<file path="config.mk">
export PLATFORM = sky130hd
export DESIGN_NAME = i2c_state_trace_and_mode
export DESIGN_NICKNAME = d
export VERILOG_FILES = /design/src/core/i2c_trace_pkg.sv /design/src/core/i2c_state_trace_and_mode.sv
export SDC_FILE = /design/constraint.sdc
export NUM_CORES = 1
export LEC_CHECK = 0
export BUFFER_PORTS_ARGS = -buffer_cell sky130_fd_sc_hd__buf_2
export CAP_MARGIN = 20
export CORE_ASPECT_RATIO = 0.75
export CORE_MARGIN = 10
export CORE_UTILIZATION = 30
export DETAILED_ROUTE_END_ITERATION = 8
export HOLD_SLACK_MARGIN = 0.03
export PLACE_DENSITY = 0.55
export SYNTH_ARGS = -nofsm -noshare
export SYNTH_HDL_FRONTEND = slang
export SYNTH_SLANG_ARGS = --single-unit
</file>
<file path="constraint.sdc">
create_clock -name hclk -period 2.7 [get_ports hclk]
set_clock_uncertainty 0.05 [all_clocks]
set_input_delay 0 -clock hclk [delete_from_list [all_inputs] [get_ports hclk]]
set_output_delay 0 -clock hclk [all_outputs]
set_load 0.03 [all_outputs]
</file>
<file path="src/core/i2c_trace_pkg.sv">
// constants for the i2c state trace and operating config block
package i2c_trace_pkg;
  // register indices, byte address is four times the index
  localparam logic [31:0] STATE_REG_IDX = 32'h00ff_e245;
  localparam logic [31:0] CONFIG_REG_IDX = 32'h00ff_e246;
  localparam logic [31:0] FLAG_VIEW_IDX = 32'h00ff_e24f;
  localparam logic [31:0] STATE_REG_ADDR = {STATE_REG_IDX[29:0], 2'b00};
  localparam logic [31:0] CONFIG_REG_ADDR = {CONFIG_REG_IDX[29:0], 2'b00};
  localparam logic [31:0] FLAG_VIEW_ADDR = {FLAG_VIEW_IDX[29:0], 2'b00};

  localparam logic [7:0] CONFIG_RESET = 8'h00;
  // operating config field positions
  localparam int DMA_SEL_BIT = 7;
  localparam int MODE_HI_BIT = 6;
  localparam int MODE_LO_BIT = 5;
  localparam int IRM_BIT = 4;
  localparam int GCA_BIT = 3;
  localparam int UPPER_HI_BIT = 2;
  localparam int UPPER_LO_BIT = 1;
  localparam int DIAGNOSTIC_READBACK_SEL_BIT = 0;

  // operating mode encodings
  localparam logic [1:0] MODE_MS_7BIT = 2'h0;
  localparam logic [1:0] MODE_MS_10BIT = 2'h1;
  localparam logic [1:0] MODE_SLV_7BIT = 2'h2;
  localparam logic [1:0] MODE_SLV_10BIT = 2'h3;

  // main state nibble values of interest
  localparam logic [3:0] MAIN_MASTER_START = 4'h5;
  localparam logic [3:0] MAIN_FIRST_BYTE = 4'h8;
  // sub state values
  localparam logic [3:0] SUB_NONE = 4'h0;
  localparam logic [3:0] SUB_RESTART = 4'h1;
  localparam logic [3:0] SUB_ACK = 4'h8;

  // flag view bit positions
  localparam int FV_TX_EMPTY = 0;
  localparam int FV_RX_FULL = 1;
  localparam int FV_ERROR = 2;

  localparam logic [1:0] HTRANS_IDLE = 2'h0;
  localparam logic [1:0] HTRANS_NONSEQ = 2'h2;
  localparam logic HRESP_OKAY = 1'b0;
  localparam logic [31:0] RDATA_ZERO = 32'h0000_0000;
endpackage : i2c_trace_pkg

</file>
<file path="src/core/i2c_state_trace_and_mode.sv">
// i2c state trace readback, operating config register and dma/irq steering
//
// Overview of operation
// - main states 0-4, 6, 7 report sub-state zero
// - master start state reports sub-state zero for a fresh transaction
// - master start state reports sub-state one on a repeated start
// - byte states report bit index seven down to zero, then eight for acknowledge
// - eight-bit read/write operating config register, reset zero, fixed field layout
// - dma select clear: tx empty and rx full raise the interrupt
// - dma select set: tx empty and rx full flags still update normally
// - dma select set: tx empty and rx full never raise the interrupt
// - dma select set: interrupt shows errors only; flags raise dma requests
// - diagnostic set: state read returns main and sub nibbles; else status
// - mode field picks master/slave or slave-only, seven or ten bit address
// - each byte state walks nine sub-states: eight bits plus acknowledge
//
// Added by the designer: the AHB-Lite interface to the registers.
`timescale 1ns/1ns
`default_nettype none
module i2c_state_trace_and_mode
  import i2c_trace_pkg::*;
(
  input wire logic hclk,
  input wire logic hresetn,
  input wire logic hsel,
  input wire logic [31:0] haddr,
  input wire logic [1:0] htrans,
  input wire logic hwrite,
  input wire logic [2:0] hsize,
  input wire logic [31:0] hwdata,
  input wire logic hready,
  output logic hreadyout,
  output logic [31:0] hrdata,
  output logic hresp,
  input wire logic [3:0] main_state_nibble,
  input wire logic [2:0] eng_bit_index,
  input wire logic eng_ack_phase,
  input wire logic eng_restart,
  input wire logic [7:0] eng_status,
  input wire logic tx_holding_empty,
  input wire logic rx_holding_full,
  input wire logic eng_error,
  output logic irq,
  output logic tx_dma_req,
  output logic rx_dma_req,
  output logic dma_handoff_select,
  output logic slave_only,
  output logic ten_bit_addr,
  output logic interactive_receive,
  output logic general_call_accept,
  output logic [1:0] own_addr_upper_bits,
  output logic diagnostic_readback_sel
);

  // ==========================================================
  // sub-state encoding
  logic [3:0] sub_state_nibble;

  always_comb
  begin
    sub_state_nibble = SUB_NONE;
    if (main_state_nibble == MAIN_MASTER_START)
    begin
      sub_state_nibble = eng_restart ? SUB_RESTART : SUB_NONE;
    end
    else if (main_state_nibble >= MAIN_FIRST_BYTE)
    begin
      // nine steps per byte: bit 7..0 then acknowledge
      sub_state_nibble = eng_ack_phase ? SUB_ACK : {1'b0, eng_bit_index};
    end
  end

  // ==========================================================
  // ahb-lite address and data phase
  logic [7:0] config_r;
  logic wr_pend_r;
  logic [31:0] wr_addr_r;
  logic addr_phase;
  logic cfg_fwd;
  logic [7:0] cfg_view;
  logic [31:0] rdata_nxt;

  assign addr_phase = hsel && hready && htrans[1];
  // a read right behind a write to the config register sees the new value
  assign cfg_fwd = wr_pend_r && (wr_addr_r == CONFIG_REG_ADDR);
  assign cfg_view = cfg_fwd ? hwdata[7:0] : config_r;

  always_ff @(posedge hclk or negedge hresetn)
  begin
    if (!hresetn)
    begin
      wr_pend_r <= 1'b0;
      wr_addr_r <= RDATA_ZERO;
    end
    else if (hready)
    begin
      wr_pend_r <= addr_phase && hwrite;
      wr_addr_r <= haddr;
    end
  end

  always_ff @(posedge hclk or negedge hresetn)
  begin
    if (!hresetn)
    begin
      config_r <= CONFIG_RESET;
    end
    else if (cfg_fwd)
    begin
      config_r <= hwdata[7:0];
    end
  end

  always_comb
  begin
    rdata_nxt = RDATA_ZERO;
    if (haddr == STATE_REG_ADDR)
    begin
      // pure view of engine state, nothing is cleared by the read
      if (cfg_view[DIAGNOSTIC_READBACK_SEL_BIT])
      begin
        rdata_nxt[7:0] = {main_state_nibble, sub_state_nibble};
      end
      else
      begin
        rdata_nxt[7:0] = eng_status;
      end
    end
    else if (haddr == CONFIG_REG_ADDR)
    begin
      rdata_nxt[7:0] = cfg_view;
    end
    else if (haddr == FLAG_VIEW_ADDR)
    begin
      rdata_nxt[FV_TX_EMPTY] = tx_holding_empty;
      rdata_nxt[FV_RX_FULL] = rx_holding_full;
      rdata_nxt[FV_ERROR] = eng_error;
    end
  end

  always_ff @(posedge hclk or negedge hresetn)
  begin
    if (!hresetn)
    begin
      hrdata <= RDATA_ZERO;
      hreadyout <= 1'b1;
      hresp <= HRESP_OKAY;
    end
    else
    begin
      // zero wait states: data phase always completes at once
      hreadyout <= 1'b1;
      hresp <= HRESP_OKAY;
      if (addr_phase && !hwrite)
      begin
        hrdata <= rdata_nxt;
      end
    end
  end

  // ==========================================================
  // interrupt and dma steering
  always_ff @(posedge hclk or negedge hresetn)
  begin
    if (!hresetn)
    begin
      irq <= 1'b0;
      tx_dma_req <= 1'b0;
      rx_dma_req <= 1'b0;
    end
    else if (config_r[DMA_SEL_BIT])
    begin
      irq <= eng_error;
      tx_dma_req <= tx_holding_empty;
      rx_dma_req <= rx_holding_full;
    end
    else
    begin
      irq <= eng_error || tx_holding_empty || rx_holding_full;
      tx_dma_req <= 1'b0;
      rx_dma_req <= 1'b0;
    end
  end

  // ==========================================================
  // config field outputs, the protocol engine acts on these
  assign dma_handoff_select = config_r[DMA_SEL_BIT];
  assign slave_only = config_r[MODE_HI_BIT];
  assign ten_bit_addr = config_r[MODE_LO_BIT];
  assign interactive_receive = config_r[IRM_BIT];
  assign general_call_accept = config_r[GCA_BIT];
  assign own_addr_upper_bits = config_r[UPPER_HI_BIT:UPPER_LO_BIT];
  assign diagnostic_readback_sel = config_r[DIAGNOSTIC_READBACK_SEL_BIT];
endmodule : i2c_state_trace_and_mode
`default_nettype wire

</file>
==> metrics.md <==
| Metric | Value |
|---|---|
| Io pins | 139 |
| Number of H-tree levels | 2 |
| Layout area overhead | 47.2% |
| Critical path type | input port to flip-flop |
| DRT Pass-1 Iters | 4 |
| Flop pwr share | 45.8% |
| Core area | 0.00842 mm^2 |
| Clk slew on worst S/H paths | 0.06 ns |
| Initial antenna violation count | 0 |
| Final hold violation count | 0 |
| Die footprint | ~0.013 mm^2 |
| Vias | 2,085 |
| RR Startpoint | wr_addr_r[29] |
| Post-synth top area share | 50.7% |
| Synth cell types | 37 |
| Comb power frac | approximately 17% |
| Deepest clock path buffer count | 2 |
| Die width | 127 um |
| GR Util met1 | 13.9% |
| Req. time, crit path | 2.85 ns |
| Total global routing overflow | 0 |
| Nets | approximately 450 |
| Hold_sp | main_state_nibble[3] |
| Sum Neg Setup Slack | 0 ns |
| Inst Count DP | between 300 and 400 |
| Antenna fix cells | 0 |
| Setup crit start | haddr[12] |
| CTS buffer count | 5 |
| RSZ-0062 raised after global routing | false |
| Final min period | between 2 and 2.5 ns |
| Clock power share | 37.6% |
| Startpoint types | input port |
| Initial Utilization | 30.5% |
| Setup repair bufs after CTS | 0 |
| Final ANT Viol Nets | 0 |
| Type of the worst min-delay path | input port to flip-flop |
| Critical Path AT | roughly 2.6 ns |
| Reg-to-reg critical path endpoint | hrdata[5] |
| Worst-path fanout max | 6 |
| Synth top area cells | dfrtp_1 51%, mux2_2 17%, buf_4 7.6% |
| Mapped Area | 0.00257 mm^2 |
| P_leak | about 1.8 nW |
| Max-slew violation count | 0 |
| Die Ht | 100 um |
| Final period util | approximately nine tenths |
| Synth warn | 0 |
| Vias in the first global route | 2,349 |
| # DRC | 0 |
| Status | finished, final reports clean |
| #FFs+latches synth | 52 |
| NetSw | 0.458 mW |
| CTS sink cnt | 52 |
| Peak supply drop | 0.000291 V |
| Fillers | roughly 810 |
| CTS tree | built |
| All-Layer GR Usage | 11.1% |
| Int Pwr | 1.42 mW |
| Largest net degree at the start of global routing | 36 |
| Cell area power density | 498 mW/mm^2 |
| Avg WL per Cell | 15.8 um |
| Clk_lat worst skew | 0.28 ns |
| Met3 Use GR | under 10% |
| Root Buffer Master | clkbuf_16 |
| Placer congestion estimate | 0.779 |
| Post-synthesis sequential area ratio | 50.7% |
| Fmax | 410 MHz |
| Net Sw Frac | ~24% |
| Post-detail-place hpwl | roughly 5.5 mm |
| Maxcap violations | 0 |
| Hold WS | 0.0493 ns |
| First-pass GRT wire length | 11.8 mm |
| Setup violators final | 0 |
| Initial DRC count | 163 |
| Met2 Use GR | 18.7% |
| Hold Crit Depth | 3 |
| Via density | 4.53 |
| Port Buffers | 84 |
| Reg2Reg Depth | 7 |
| Share of layout cells above drive strength 1 | around two fifths |
| Gr busiest metal | met2 |
| Post-synthesis cell count | between 200 and 250 |
| Endpoint type of the worst setup path | flip-flop |
| Hold path endpoint | hrdata[7] |
| R2R Setup Slk | approximately 0.3 ns |
| Rows | 29 |
| Finished Layout Cells | 460 |
| Largest area contributor in the netlist | dfrtp_1 |
| Mapped Avg Cell Area | 12.5 um^2 |
| Routed WL | 7.29 mm |
-- routing by layer --
metal	part of all wire [%]	wire length, um	vias to the layer above
met3	5.6	408	6
met5	0	0	-
met4	1.0	76	0
met2	50	3650	66
li1	-	-	997
met1	43	3150	1016
-- repair_timing --
item | in CTS | in global routing
resized for setup | 0 | 1
setup endpoints to repair | 0 | 5
endpoints found under the hold margin | 72 | 0
hold buffers | 57 | 0
-- synthesized netlist by cell type --
| cell | count |
|---|---|
| a21oi_1 | 3 |
| a22oi_1 | 5 |
| a31oi_1 | 1 |
| and2_1 | 3 |
| and3b_1 | 2 |
| and4b_1 | 1 |
| and4bb_2 | 3 |
| buf_1 | 1 |
| buf_4 | 26 |
| clkbuf_1 | 4 |
| conb_1 | 2 |
| dfrtp_1 | 52 |
| inv_1 | 2 |
| mux2_2 | 39 |
| mux2i_1 | 7 |
| mux2i_2 | 1 |
| nand2_1 | 5 |
| nand2b_1 | 1 |
| nand3_1 | 1 |
| nand4_1 | 9 |
| nand4_2 | 1 |
| nand4b_1 | 2 |
| nor2_1 | 5 |
| nor3_1 | 1 |
| nor4_1 | 3 |
| nor4_2 | 1 |
| nor4_4 | 1 |
| nor4b_1 | 2 |
| nor4b_2 | 1 |
| nor4b_4 | 1 |
| nor4bb_1 | 1 |
| o211ai_1 | 1 |
| o21ai_0 | 11 |
| o21bai_1 | 1 |
| o22ai_1 | 2 |
| or4_4 | 1 |
| or4b_1 | 2 |
-- final cells by class --
type,instances,area (um^2),share of cell area [%]
Clock buffer,5,125,3.31
Inverter,2,7.51,0.198
Multi-Input combinational cell,144,1140,30.2
Sequential cell,52,1300,34.4
Timing Repair Buffer,146,1030,27.2
Tap cell,108,135,3.57
Clock inverter,3,42.5,1.12
-- layout by cell type (no fill, tap or decap), types with 2 or more instances in the layout --
master,instances
nand4_1,9
a22oi_1,5
dfrtp_1,52
a21oi_1,3
dlygate4sd3_1,57
and3b_1,2
mux2_2,39
inv_1,2
or4b_1,2
buf_2,84
mux2i_1,7
nand4b_1,2
conb_1,26
o21ai_0,11
buf_4,5
and2_1,3
clkbuf_16,5
nor4_1,2
nand2_1,5
nor4_2,2
nor4b_1,2
o22ai_1,2
and4bb_2,3
nor2_1,5
-- sequential cells by signal, summed over array words and instances, names as in the netlist --
register	flops
config_r	8
tx_dma_req	1
wr_pend_r	1
rx_dma_req	1
irq	1
hrdata	8
wr_addr_r	32
-- cells by family (layout without fill, tap and decap cells) --
group	Yosys count	in the layout	share of synthesized area [%]
flip-flops	52	52	50.7
buffers and inverters	33	156	8.62
AND/OR/NAND/NOR	47	47	14.6
AO/OA/AOI/OAI	24	24	5.50
multiplexers	47	47	20.4
other	2	26	0.292
-- per-stage QoR --
step	setup slack (ns)	cell area (um^2)	power, mW	utilization (%)
6_report	0.263	3780	1.88	44.9
5_1_grt	0.0491	3780	1.97	44.9
4_1_cts	0.169	3780	1.91	44.9
3_5_place_dp	0.300	3040	1.12	36.1
3_3_place_gp	0.323	3040	1.12	36.1
2_1_floorplan	0.257	2660	1.05	-
-- power by group through the flow --
stage,Combinational [mW],Sequential [mW],Clock (mW)
6_report,0.312,0.862,0.708
2_1_floorplan,0.165,0.882,0
5_1_grt,0.341,0.869,0.759
3_5_place_dp,0.247,0.877,0
3_3_place_gp,0.245,0.875,0
4_1_cts,0.312,0.862,0.732
-- how the worst max path moves through the flow --
stage,cells after the start,endpoint
3_3_place_gp,7,hrdata[5]
6_report,8,hrdata[5]
3_5_place_dp,7,hrdata[5]
5_1_grt,8,hrdata[4]
4_1_cts,8,hrdata[3]
2_1_floorplan,5,hrdata[1]
-- worst max-delay path, stage by stage --
cell and delay (ns):
dlygate4sd3_1 0.53, buf_2 0.13, or4b_1 0.54, nor4b_2 0.32
nand4_2 0.27, nor4b_4 0.43, nand2_1 0.18, o21ai_0 0.19
Note: power is estimated with default switching activity, not from simulation.
